### config.mk
export PLATFORM = sky130hd
export DESIGN_NAME = height_ctrl
export DESIGN_NICKNAME = d
export VERILOG_FILES = /design/src/verilog/height_ctrl_pkg.sv /design/src/verilog/height_ctrl.sv /design/src/verilog/step_pulser.sv
export SDC_FILE = /design/constraint.sdc
export NUM_CORES = 2
export LEC_CHECK = 0
export BUFFER_PORTS_ARGS = -buffer_cell sky130_fd_sc_hd__buf_2
export CAP_MARGIN = 40
export CORE_MARGIN = 2
export CORE_UTILIZATION = 50
export CTS_BUF_LIST = sky130_fd_sc_hd__clkbuf_2
export CTS_CLUSTER_DIAMETER = 150
export DETAILED_ROUTE_END_ITERATION = 7
export PLACE_DENSITY_LB_ADDON = 0.15
export SYNTH_ARGS = -nofsm -noshare
export SYNTH_HDL_FRONTEND = slang
export SYNTH_SLANG_ARGS = --single-unit
### constraint.sdc
create_clock -name clk_i -period 106.5 [get_ports clk_i]
set_input_delay 15.975 -clock clk_i [delete_from_list [all_inputs] [get_ports clk_i]]
set_output_delay 15.975 -clock clk_i [all_outputs]
set_load 0.01 [all_outputs]
### src/verilog/height_ctrl_pkg.sv
// Package: register map, field layout, reset values and timing for the height controller
package height_ctrl_pkg;

	localparam int unsigned CLK_HZ        = 100_000_000;
	localparam logic [31:0] DEF_STEP_HZ   = 32'd400;
	localparam int unsigned VOLT_W        = 16;

	// Idle time before leaving parameter edit, in ms
	localparam int unsigned MENU_IDLE_MS  = 10_000;
	localparam int unsigned MENU_IDLE_CYC = (CLK_HZ / 1000) * MENU_IDLE_MS;

	// Register byte offsets
	localparam logic [7:0] OFS_CTRL      = 8'h00;
	localparam logic [7:0] OFS_SETPOINT  = 8'h04;
	localparam logic [7:0] OFS_DEADBAND  = 8'h08;
	localparam logic [7:0] OFS_MINARC    = 8'h0C;
	localparam logic [7:0] OFS_SETTLE    = 8'h10;
	localparam logic [7:0] OFS_STEPRATE  = 8'h14;
	localparam logic [7:0] OFS_STATUS    = 8'h18;
	localparam logic [7:0] OFS_VOLTAGE   = 8'h1C;

	// Control register fields
	localparam int unsigned CTRL_STEPPER = 0;
	localparam int unsigned CTRL_DIRPOL  = 1;
	localparam int unsigned CTRL_TEST    = 2;
	localparam int unsigned CTRL_EDIT    = 3;
	localparam logic [3:0]  CTRL_RESET   = 4'h2;

	localparam logic [VOLT_W-1:0] SETPOINT_RESET = 16'h0078;
	localparam logic [VOLT_W-1:0] DEADBAND_RESET = 16'h0005;
	localparam logic [VOLT_W-1:0] MINARC_RESET   = 16'h0032;
	localparam logic [31:0]       SETTLE_RESET   = 32'h0001_86A0;

	typedef enum logic [1:0] {
		ST_NO_ARC = 2'b00,
		ST_SETTLE = 2'b01,
		ST_ACTIVE = 2'b10
	} arc_state_e;

	typedef struct packed {
		logic raise;
		logic lower;
	} move_req_s;

	typedef struct packed {
		logic step;
		logic dir;
	} step_out_s;

	function automatic logic [31:0] step_div(input logic [31:0] hz);
		logic [31:0] h;
		h = (hz == 32'h0000_0000) ? 32'h0000_0001 : hz;
		step_div = 32'(CLK_HZ) / h;
	endfunction : step_div

endpackage : height_ctrl_pkg

### src/verilog/height_ctrl.sv
// Arc voltage torch height controller with APB registers
//
// Overview of operation
// - Inside setpoint plus or minus the dead band no raise or lower is requested.
// - Correction is held off while arc voltage is at or below the minimum arc threshold.
// - In test mode the up key raises, or steps with direction in normal sense.
// - In test mode the down key lowers, or steps with direction inverted.
// - The probe output is low while the nozzle touches the plate, high otherwise.
// - Step rate is programmable in hertz and resets to 400 Hz.
// - Direction polarity one gives normal direction, zero gives inverted direction.
// - With no key pressed for a while, parameter edit is left and control resumes.
// - Outside test mode, correction outputs stay off until an arc is detected.
// - After arc start a programmable settle delay passes before correction.
module height_ctrl
#(
	parameter int unsigned MENU_IDLE_CYC = height_ctrl_pkg::MENU_IDLE_CYC
)
(
	input  wire logic                          clk_i,
	input  wire logic                          rstn_i,
	input  wire logic                          psel,
	input  wire logic                          penable,
	input  wire logic                          pwrite,
	input  wire logic [7:0]                    paddr,
	input  wire logic [31:0]                   pwdata,
	output logic      [31:0]                   prdata,
	output logic                               pready,
	output logic                               pslverr,
	input  wire logic [height_ctrl_pkg::VOLT_W-1:0] arc_voltage_i,
	input  wire logic                          sample_valid_i,
	input  wire logic                          arc_detect_i,
	input  wire logic                          key_up_i,
	input  wire logic                          key_down_i,
	input  wire logic                          key_menu_i,
	input  wire logic                          nozzle_contact_i,
	output logic                               raise_request_o,
	output logic                               lower_request_o,
	output logic                               step_o,
	output logic                               dir_o,
	output logic                               probe_n_o
);

	localparam int unsigned VW = height_ctrl_pkg::VOLT_W;

	// Configuration registers
	logic [3:0]    ctrl;
	logic [VW-1:0] setpoint;
	logic [VW-1:0] dead_band_setting;
	logic [VW-1:0] minimum_arc_threshold;
	logic [31:0]   settle_cycles;
	logic [31:0]   correction_step_rate;

	// Run state
	height_ctrl_pkg::arc_state_e state;
	height_ctrl_pkg::arc_state_e next_state;
	logic [31:0]   settle_cnt;
	logic [31:0]   idle_cnt;
	logic [VW-1:0] volt;
	logic          raise_q;
	logic          lower_q;
	logic          probe_q;

	// APB decode
	wire           wr_en   = psel && penable && pwrite;
	wire           sel_ctl = (paddr == height_ctrl_pkg::OFS_CTRL);
	wire           sel_sp  = (paddr == height_ctrl_pkg::OFS_SETPOINT);
	wire           sel_db  = (paddr == height_ctrl_pkg::OFS_DEADBAND);
	wire           sel_ma  = (paddr == height_ctrl_pkg::OFS_MINARC);
	wire           sel_st  = (paddr == height_ctrl_pkg::OFS_SETTLE);
	wire           sel_sr  = (paddr == height_ctrl_pkg::OFS_STEPRATE);
	wire           sel_sts = (paddr == height_ctrl_pkg::OFS_STATUS);
	wire           sel_v   = (paddr == height_ctrl_pkg::OFS_VOLTAGE);
	wire           mapped  = sel_ctl | sel_sp | sel_db | sel_ma | sel_st | sel_sr
	                       | sel_sts | sel_v;
	wire           ro_hit  = sel_sts | sel_v;

	// Control fields
	wire           stepper_mode = ctrl[height_ctrl_pkg::CTRL_STEPPER];
	wire           dir_pol      = ctrl[height_ctrl_pkg::CTRL_DIRPOL];
	wire           test_mode    = ctrl[height_ctrl_pkg::CTRL_TEST];
	wire           edit_mode    = ctrl[height_ctrl_pkg::CTRL_EDIT];
	wire           any_key      = key_up_i | key_down_i | key_menu_i;
	wire           idle_expire  = edit_mode && !any_key
	                            && (idle_cnt >= (MENU_IDLE_CYC - 1));

	// Band limits, saturated
	wire [VW:0]    hi_sum  = {1'b0, setpoint} + {1'b0, dead_band_setting};
	wire [VW-1:0]  hi_lim  = hi_sum[VW] ? {VW{1'b1}} : hi_sum[VW-1:0];
	wire [VW-1:0]  lo_lim  = (dead_band_setting > setpoint) ? '0
	                        : setpoint - dead_band_setting;
	wire           above   = volt > hi_lim;
	wire           below   = volt < lo_lim;
	wire           arc_ok  = arc_detect_i && (volt > minimum_arc_threshold);
	wire           running = (state == height_ctrl_pkg::ST_ACTIVE) && !test_mode && !edit_mode;

	// Requested direction
	wire           auto_up   = running && below;
	wire           auto_down = running && above;
	wire           test_up   = test_mode && key_up_i && !key_down_i;
	wire           test_down = test_mode && key_down_i && !key_up_i;
	wire           want_up   = auto_up | test_up;
	wire           want_down = auto_down | test_down;

	// Read mux
	wire [31:0]    status_word = {27'h0, probe_q, lower_q, raise_q, state};
	wire [31:0]    rd_mux =
		sel_ctl ? {28'h0, ctrl} :
		sel_sp  ? {16'h0, setpoint} :
		sel_db  ? {16'h0, dead_band_setting} :
		sel_ma  ? {16'h0, minimum_arc_threshold} :
		sel_st  ? settle_cycles :
		sel_sr  ? correction_step_rate :
		sel_sts ? status_word :
		sel_v   ? {16'h0, volt} : 32'h0000_0000;

	assign pready  = 1'b1;
	assign pslverr = psel && penable && (!mapped || (pwrite && ro_hit));

	always_ff @(posedge clk_i or negedge rstn_i)
	begin
		if (!rstn_i)
			prdata <= 32'h0000_0000;
		else if (psel && !penable && !pwrite)
			prdata <= rd_mux;
	end

	// Register writes and menu timeout
	always_ff @(posedge clk_i or negedge rstn_i)
	begin
		if (!rstn_i)
		begin
			ctrl                  <= height_ctrl_pkg::CTRL_RESET;
			setpoint              <= height_ctrl_pkg::SETPOINT_RESET;
			dead_band_setting     <= height_ctrl_pkg::DEADBAND_RESET;
			minimum_arc_threshold <= height_ctrl_pkg::MINARC_RESET;
			settle_cycles         <= height_ctrl_pkg::SETTLE_RESET;
			correction_step_rate  <= height_ctrl_pkg::DEF_STEP_HZ;
		end
		else
		begin
			if (wr_en && sel_ctl)
				ctrl <= pwdata[3:0];
			else if (idle_expire)
				ctrl[height_ctrl_pkg::CTRL_EDIT] <= 1'b0;
			if (wr_en && sel_sp)
				setpoint <= pwdata[VW-1:0];
			if (wr_en && sel_db)
				dead_band_setting <= pwdata[VW-1:0];
			if (wr_en && sel_ma)
				minimum_arc_threshold <= pwdata[VW-1:0];
			if (wr_en && sel_st)
				settle_cycles <= pwdata;
			if (wr_en && sel_sr)
				correction_step_rate <= pwdata;
		end
	end

	always_ff @(posedge clk_i or negedge rstn_i)
	begin
		if (!rstn_i)
			idle_cnt <= 32'h0000_0000;
		else if (!edit_mode || any_key)
			idle_cnt <= 32'h0000_0000;
		else if (!idle_expire)
			idle_cnt <= idle_cnt + 32'h0000_0001;
	end

	// Voltage sample hold
	always_ff @(posedge clk_i or negedge rstn_i)
	begin
		if (!rstn_i)
			volt <= '0;
		else if (sample_valid_i)
			volt <= arc_voltage_i;
	end

	// Arc state machine
	always_comb
	begin
		next_state = state;
		case (state)
			height_ctrl_pkg::ST_NO_ARC:
				if (arc_ok)
					next_state = height_ctrl_pkg::ST_SETTLE;
			height_ctrl_pkg::ST_SETTLE:
				if (!arc_ok)
					next_state = height_ctrl_pkg::ST_NO_ARC;
				else if (settle_cnt >= settle_cycles)
					next_state = height_ctrl_pkg::ST_ACTIVE;
			height_ctrl_pkg::ST_ACTIVE:
				if (!arc_ok)
					next_state = height_ctrl_pkg::ST_NO_ARC;
			default:
				next_state = height_ctrl_pkg::ST_NO_ARC;
		endcase
	end

	always_ff @(posedge clk_i or negedge rstn_i)
	begin
		if (!rstn_i)
		begin
			state      <= height_ctrl_pkg::ST_NO_ARC;
			settle_cnt <= 32'h0000_0000;
		end
		else
		begin
			state <= next_state;
			if (state == height_ctrl_pkg::ST_SETTLE && next_state == state)
				settle_cnt <= settle_cnt + 32'h0000_0001;
			else
				settle_cnt <= 32'h0000_0000;
		end
	end

	// Output flops
	always_ff @(posedge clk_i or negedge rstn_i)
	begin
		if (!rstn_i)
		begin
			raise_q <= 1'b0;
			lower_q <= 1'b0;
			probe_q <= 1'b0;
		end
		else
		begin
			raise_q <= want_up && !stepper_mode;
			lower_q <= want_down && !stepper_mode;
			probe_q <= !nozzle_contact_i;
		end
	end

	height_ctrl_pkg::step_out_s step_bus;

	step_pulser u_step
	(
		.clk_i     (clk_i),
		.rstn_i    (rstn_i),
		.run_i     (stepper_mode && (want_up ^ want_down)),
		.up_i      (want_up),
		.dir_pol_i (dir_pol),
		.rate_hz_i (correction_step_rate),
		.step_o    (step_bus)
	);

	assign raise_request_o = raise_q;
	assign lower_request_o = lower_q;
	assign step_o          = step_bus.step;
	assign dir_o           = step_bus.dir;
	assign probe_n_o       = probe_q;

endmodule : height_ctrl

### src/verilog/step_pulser.sv
// Step pulse generator with programmable rate and direction polarity
module step_pulser
(
	input  wire logic                      clk_i,
	input  wire logic                      rstn_i,
	input  wire logic                      run_i,
	input  wire logic                      up_i,
	input  wire logic                      dir_pol_i,
	input  wire logic [31:0]               rate_hz_i,
	output height_ctrl_pkg::step_out_s     step_o
);

	logic [31:0] period;
	logic [31:0] cnt;
	logic        tick;
	logic        step_q;
	logic        dir_q;
	logic        next_dir;

	assign period   = height_ctrl_pkg::step_div(rate_hz_i);
	assign tick     = run_i && (cnt >= (period - 32'h0000_0001));
	assign next_dir = dir_pol_i ? up_i : !up_i;

	always_ff @(posedge clk_i or negedge rstn_i)
	begin
		if (!rstn_i)
		begin
			cnt    <= 32'h0000_0000;
			step_q <= 1'b0;
			dir_q  <= 1'b0;
		end
		else
		begin
			dir_q <= next_dir;
			if (!run_i)
			begin
				cnt    <= 32'h0000_0000;
				step_q <= 1'b0;
			end
			else if (tick)
			begin
				cnt    <= 32'h0000_0000;
				step_q <= 1'b1;
			end
			else
			begin
				cnt    <= cnt + 32'h0000_0001;
				step_q <= (cnt < (period >> 1)) ? step_q : 1'b0;
			end
		end
	end

	assign step_o.step = step_q;
	assign step_o.dir  = dir_q;

endmodule : step_pulser

# --- After elaboration in Yosys (flattened, before gate mapping) ---
# Cells that the tools add are included.
totals:
  ff_bits: 267
  output_inout_bits: 39
  word_cells: 130
  inputBits: 67
op_classes:
  n_lt_le_gt_ge: 8
  n_div: 1
  n_reduce_logical: 45
  add_sub_neg: 6
  n_eq_ne: 12
  bitwise_logic: 13
  mux: 27
op_table:
  columns: ["operator", "n"]
  rows:
  - ["$mux W32", 12]
  - ["$add A32 B1 Y32 const B", 3]
  - ["$ge A32 B32 Y1", 2]
  - ["$mux W16", 4]
  - ["$gt A16 B16 Y1", 3]
  - ["$div A27 B32 Y32 const A", 1]
  - ["$eq A8 B5 Y1 const B", 4]
  - ["$ge A32 B30 Y1 const B", 1]
  - ["$logic_not A32 Y1", 1]
  - ["$lt A32 B31 Y1", 1]
  - ["$sub A32 B1 Y32 const B", 1]
  - ["$logic_and A1 B1 Y1", 28]
  - ["$add A16 B16 Y17", 1]
  - ["$eq A8 B4 Y1 const B", 2]
  - ["$lt A16 B16 Y1", 1]
  - ["$sub A16 B16 Y16", 1]
  - ["$or A1 B1 Y1", 12]
  - ["$logic_not A1 Y1", 11]
  - ["$eq A8 B3 Y1 const B", 1]
  - ["$logic_not A8 Y1", 1]
  - ["$mux W2", 4]
  - ["$mux W1", 6]
  - ["$pmux W2 S3", 1]
  - ["$ne A3 B3 Y1 const B", 1]
  - ["other kinds (8)", 9]

# --- Depth between registers and ports, before layout ---
logic_depth:
  ltp_word: 11
  mapped_depth: 391
  mapped_depth_nobuf: 344

# --- Cells and area by module ---
# A second synthesis with hierarchy kept.
hier_totals:
  hier_cells: 6975
  area_unflattened_um2: 51515.7
modules_own_cells:
  columns: ["module", "n_inst", "area_each_um2", "seq_area_each_um2", "cells_per_inst"]
  rows:
  - ["step_pulser", 1, 37409.6, 850.8, 5522]
  - ["height_ctrl", 1, 14106.0, 5854.4, 1453]

# --- Worst setup path after synthesis ---
# Ideal clock, no wire load.
synth_timing:
  path_type: "register -> register"
  from: "reg correction_step_rate[0]"
  to: "reg u_step.cnt[10]"
  setup_time_ns: 0.072
  n_path_buf: 62
  arrival_time_ns: 70.696
  required_ns: 106.428
  period_less_slack_ns: 70.769
  stages_incl_launch_ff: 339
  slack_ns: 35.731
  path_cell_list: "dfrtp_1 buf_2 or2_2 clkbuf_1 nor3_2 buf_4 a31oi_1 clkbuf_1 buf_1 clkbuf_1 clkbuf_1 clkbuf_1 nor2_1 ha_1 nand2b_1 o21ai_0 a211oi_1 o21ai_0 (+303 left out) nand3_1 or2_2 nor3_1 xnor2_1 ha_1 nor2b_1 o21ai_0 nand2b_1 a21oi_1 nor2b_1 o21ai_0 nand2b_1 a21oi_1 o211ai_1 a221oi_1 nand3_1 clkbuf_1 nor2_1"
synth_via:
  elab_chain_len: 8
synth_rtl:
  columns: ["element", "line_no", "source"]
  rows:
  - ["start: declaration", "height_ctrl.sv:51", "logic [31:0] correction_step_rate;"]
  - ["start signal: assignment", "height_ctrl.sv:137", "correction_step_rate <= height_ctrl_pkg::DEF_STEP_HZ;"]
  - ["start signal: assignment", "height_ctrl.sv:154", "correction_step_rate <= pwdata;"]
  - ["$logic_not A32 Y1", "height_ctrl_pkg.sv:52", "h = (hz == 32'h0000_0000) ? 32'h0000_0001 : hz;"]
  - ["$mux W32 (*)", "height_ctrl_pkg.sv:52", null]
  - ["$div A27 B32 Y32 (*)", "height_ctrl_pkg.sv:53", "step_div = 32'(CLK_HZ) / h;"]
  - ["$sub A32 B1 Y32 (*)", "step_pulser.sv:21", "assign tick = run_i && (cnt >= (period - 32'h0000_0001));"]
  - ["$ge A32 B32 Y1 (*)", "step_pulser.sv:21", null]
  - ["$logic_and A1 B1 Y1 (*)", "step_pulser.sv:21", null]
  - ["$mux W32 (*)", "step_pulser.sv:40", "else if (tick)"]
  - ["$mux W32 (*)", "step_pulser.sv:35", "if (!run_i)"]
  - ["end signal: assignment", "step_pulser.sv:47", "cnt <= cnt + 32'h0000_0001;"]
  - ["end: declaration", "step_pulser.sv:14", "logic [31:0] cnt;"]
# Every way passes the cells marked *; elsewhere a longest branch is shown, timed or not.
# A chain may end at the register's enable or synchronous reset.

# --- Worst setup path after layout ---
layout_timing:
  from: "reg correction_step_rate[13]"
  to: "reg u_step.cnt[20]"
# The elaborated chain is that of the path after synthesis.

==> results by group <==
Route
  – Total wirelength of the detailed-routed design: 227400 um
  – Highest routed layer: met5
  – Met2 wirelength from detailed routing: 96680 um
  – Post-detailed-route count of antenna-violating nets: 0
  – DRT met1 WL: 92010 um
  – Via Count: 57181
  – Routed wire per std cell: 26.67 um
  – Violation count after the first detailed-route iteration: 7127
  – TritonRoute pass-1 iters: 8
  – Routed via count divided by cell count: 6.707
  – DRC violation count after routing: 1
  – DR WL met3: 23140 um

Finish
  – Most frequent cells in the layout: 775 x nand2_1, 712 x nor2_1, 672 x ha_1, 556 x a21oi_1, 508 x o21ai_0
  – Fin nets: 7839
  – Cell area after layout: 54120 sq um
  – Layout cell share with drive strength beyond 1: 9.410%
  – Leading cell type in the layout, fill and taps excluded: nand2_1
  – Layout fillers: 10126
  – Synth-to-Final Area Change: 6.236%

Timing
  – Achievable frequency: 10.97 MHz
  – Period minus WS final: 91.16 ns
  – Number of slew-limit violations in the final report: 0
  – Final Hold Viols: 0
  – Remaining max-slew budget at the tightest pin: 34.47%
  – Final cycle utilization of the critical path: 85.60%
  – Setup repair after global routing missed its margin: false
  – Final-report setup violation count: 0
  – Clk_skew: 0.1845 ns
  – Sum of negative setup slack: 0 ns
  – Smallest setup slack after layout: 15.34 ns
  – Worst slew pin tran: 0.9830 ns

Logic synthesis
  – Syn avg cell area: 7.258 sq um
  – Yosys Warn Count: 0
  – Sequential-to-total area share from yosys stat: 13.16%
  – Share of synthesized registers carrying an async set or reset: 100.0%
  – Number of library cell types mapped by synthesis: 121
  – Cell area after synthesis: 50940 sq um
  – Synthesized instance count: 7018
  – Top flip-flop cell by instance count after synthesis: dfrtp_1
  – Number of register bits inferred by synthesis: 267
  – Number of enable-type register cells in the synthesized netlist: 0

Setup path
  – Setup crit end kind: flip-flop
  – Cell mode on critical path: ha_1
  – Largest stage delay, worst path: 0.80 ns
  – Startpoint types: flip-flop
  – Slowest CP cell: a2111oi_0
  – Signal arrival time at the worst endpoint: 92.14 ns
  – Startpoint-to-endpoint class of the critical path: reg -> reg
  – Worst path bufs/invs: 56
  – Largest driver fanout on the critical path: 41
  – Required arrival time at the worst endpoint: 107.48 ns
  – Startpoint of the most critical setup path: correction_step_rate[13]
  – Startpoint of the lowest-slack register-to-register path: correction_step_rate[13]
  – Family with the most delay on the worst path: compound AO/OA/AOI/OAI gates

Clock tree
  – Cells resized by post-CTS repair: 0
  – Clock tree from TritonCTS: built
  – Maximum level of the CTS H-tree: 3
  – Root buffer selected by CTS: clkbuf_2
  – Clock-pin slew of the registers on the worst-case setup and hold paths: 0.13 ns
  – Number of CTS-inserted buffers: 74
  – Post-CTS Hold Fix Bufs: 0
  – Worst-Skew Late Latency: 1.19 ns
  – Post-CTS setup-driven buffer insertion count: 0
  – Sinks on the clock net: 267
  – Max Buffers Root-to-Sink: 3

Worst hold path
  – Origin of the worst min-delay path: prdata[27]
  – Class of the tightest hold or removal check: reg -> reg

Global routing
  – GRT Residual Overflow: 0
  – Via count of the first global-routing pass: 52429
  – Initial antenna violation count: 13
  – First-pass GRT wire length: 335500 um
  – Maximum number of pins on one net before global-route repair: 86
  – Total track usage: 42.21%

Power
  – Leakage power total: 26.87 nW
  – Maximum VDD drop: 10.84 uV
  – Power per cell area: 4.738 nW/um^2

Floorplanning
  – Std-Cell Core Area: 101400 sq um
  – Die width: 323.2 um
  – Full die area: 104400 sq um
  – Number of standard-cell rows in the floorplan: 117
  – Die height: 323.2 um
  – Initial standard-cell utilization of the core: 50.21%
  – Top-Level Pins: 106

Placed design
  – Cell area after placement: 53410 sq um
  – Post-DP HPWL: 178600 um
  – Final weighted congestion in routability-driven placement: 1.093
  – Worst slack after detailed placement: 19.16 ns
  – Input/output buffers: 104

Run
  – # Max-Cap Violations: 0

Status
  – Violated checks: DRC
  – Outcome: complete, but fails checks
[tightest hold or removal path, delay by kind of cell (launching register included)]
family	cells	cell delay, ns
flops	1	0.35
simple gates	1	0.05
compound gates	1	0.05
[flip-flops by register name, indices dropped and copies added (netlist names)]
name / cells
u_step.cnt: 32
settle_cnt: 32
dead_band_setting: 16
idle_cnt: 32
volt: 16
minimum_arc_threshold: 16
prdata: 32
u_step.dir_q: 1
correction_step_rate: 32
probe_n_o: 1
setpoint: 16
settle_cycles: 32
lower_request_o: 1
u_step.step_q: 1
ctrl: 4
raise_request_o: 1
state: 2
[kinds of logic (layout without fill, tap and decap cells)]
group                    Yosys count  after routing  synth area share [%]
AO/OA/AOI/OAI                   2334           2334                 30.47
AND/OR/NAND/NOR                 2520           2520                 23.44
buffers and inverters            569            702                 4.389
adder cells (fa/ha/maj)          674            674                 16.58
XOR/XNOR                         498            498                 8.562
other                              2              9               0.01474
flip-flops                       267            267                 13.16
multiplexers                     154            154                 3.377
[Yosys cell counts, types with 21 or more instances]
cell       count  area share, %
a2111oi_0     29           0.50
a211o_1       27           0.46
a211oi_1      61           0.90
a21boi_0      27           0.40
a21o_1       293            4.3
a21oi_1      556            5.5
a221oi_1      22           0.38
a31o_2        24           0.41
a31oi_1      132            1.6
and2_1        55           0.68
and3_1        82            1.0
buf_1         31           0.23
buf_2         35           0.34
clkbuf_1     176            1.3
dfrtp_1      248             12
ha_1         672             17
inv_1        307            2.3
mux2_2        99            2.2
mux2i_1       50           0.98
nand2_1      775            5.7
nand2b_1      97            1.2
nand3_1      205            2.0
nand4_1      107            1.3
nor2_1       714            5.3
nor2b_1       61           0.75
nor3_1       159            1.6
nor4_1        49           0.60
o2111ai_1     21           0.36
o211a_1       22           0.43
o211ai_1      61           0.90
o21a_1       121            1.8
o21ai_0      509            5.0
o21bai_1      53           0.78
o31ai_1       63           0.93
or2_2         40           0.49
or3_1         56           0.69
xnor2_1      303            5.2
xor2_1       195            3.4
[routing by layer]
metal  up-vias  GRT usage, %
li1      26164             -
met5         -             0
met4        14         23.98
met2      3259         64.77
met3       836         9.454
met1     26908         54.50
[metrics by stage]
stage	total power, mW	hold slack (ns)	cells	util, %
3_3_place_gp	0.1765	0.4626	8355	52.36
2_1_floorplan	0.1531	0.4543	7019	-
4_1_cts	0.2570	0.4890	8517	53.31
3_5_place_dp	0.1767	0.4654	8387	52.64
5_1_grt	0.2692	0.5153	8523	53.34
6_report	0.2564	0.4849	8526	53.34
[area by class of cell]
class	instances	area, sq um	share of cell area [%]
Timing Repair Buffer	255	1715	3.170
Clock buffer	102	510.5	0.9433
Clock inverter	28	162.7	0.3006
Multi-Input combinational cell	6183	42110	77.81
Tap cell	1368	1712	3.163
Inverter	317	1190	2.199
Antenna cell	6	15.01	0.02774
Sequential cell	267	6705	12.39
[worst paths after layout]
path / endpoint / slack, ns / cells past startpoint
max: u_step.cnt[20] / 15.34 / 322
min: prdata[27] / 0.48 / 2
max reg2reg: u_step.cnt[20] / 15.34 / 322
min reg2reg: prdata[27] / 0.48 / 2
max in group asynchronous: dead_band_setting[12] / 90.41 / 2
min in group asynchronous: settle_cnt[11] / 14.81 / 1
[power by group]
group	switching (mW)	internal [mW]	total (mW)	leakage (nW)
clock network	0.0499	0.0291	0.0790	0.504
registers	0.00290	0.103	0.106	3.21
logic	0.0453	0.0259	0.0712	23.1
(Power assumes the default switching activity.)
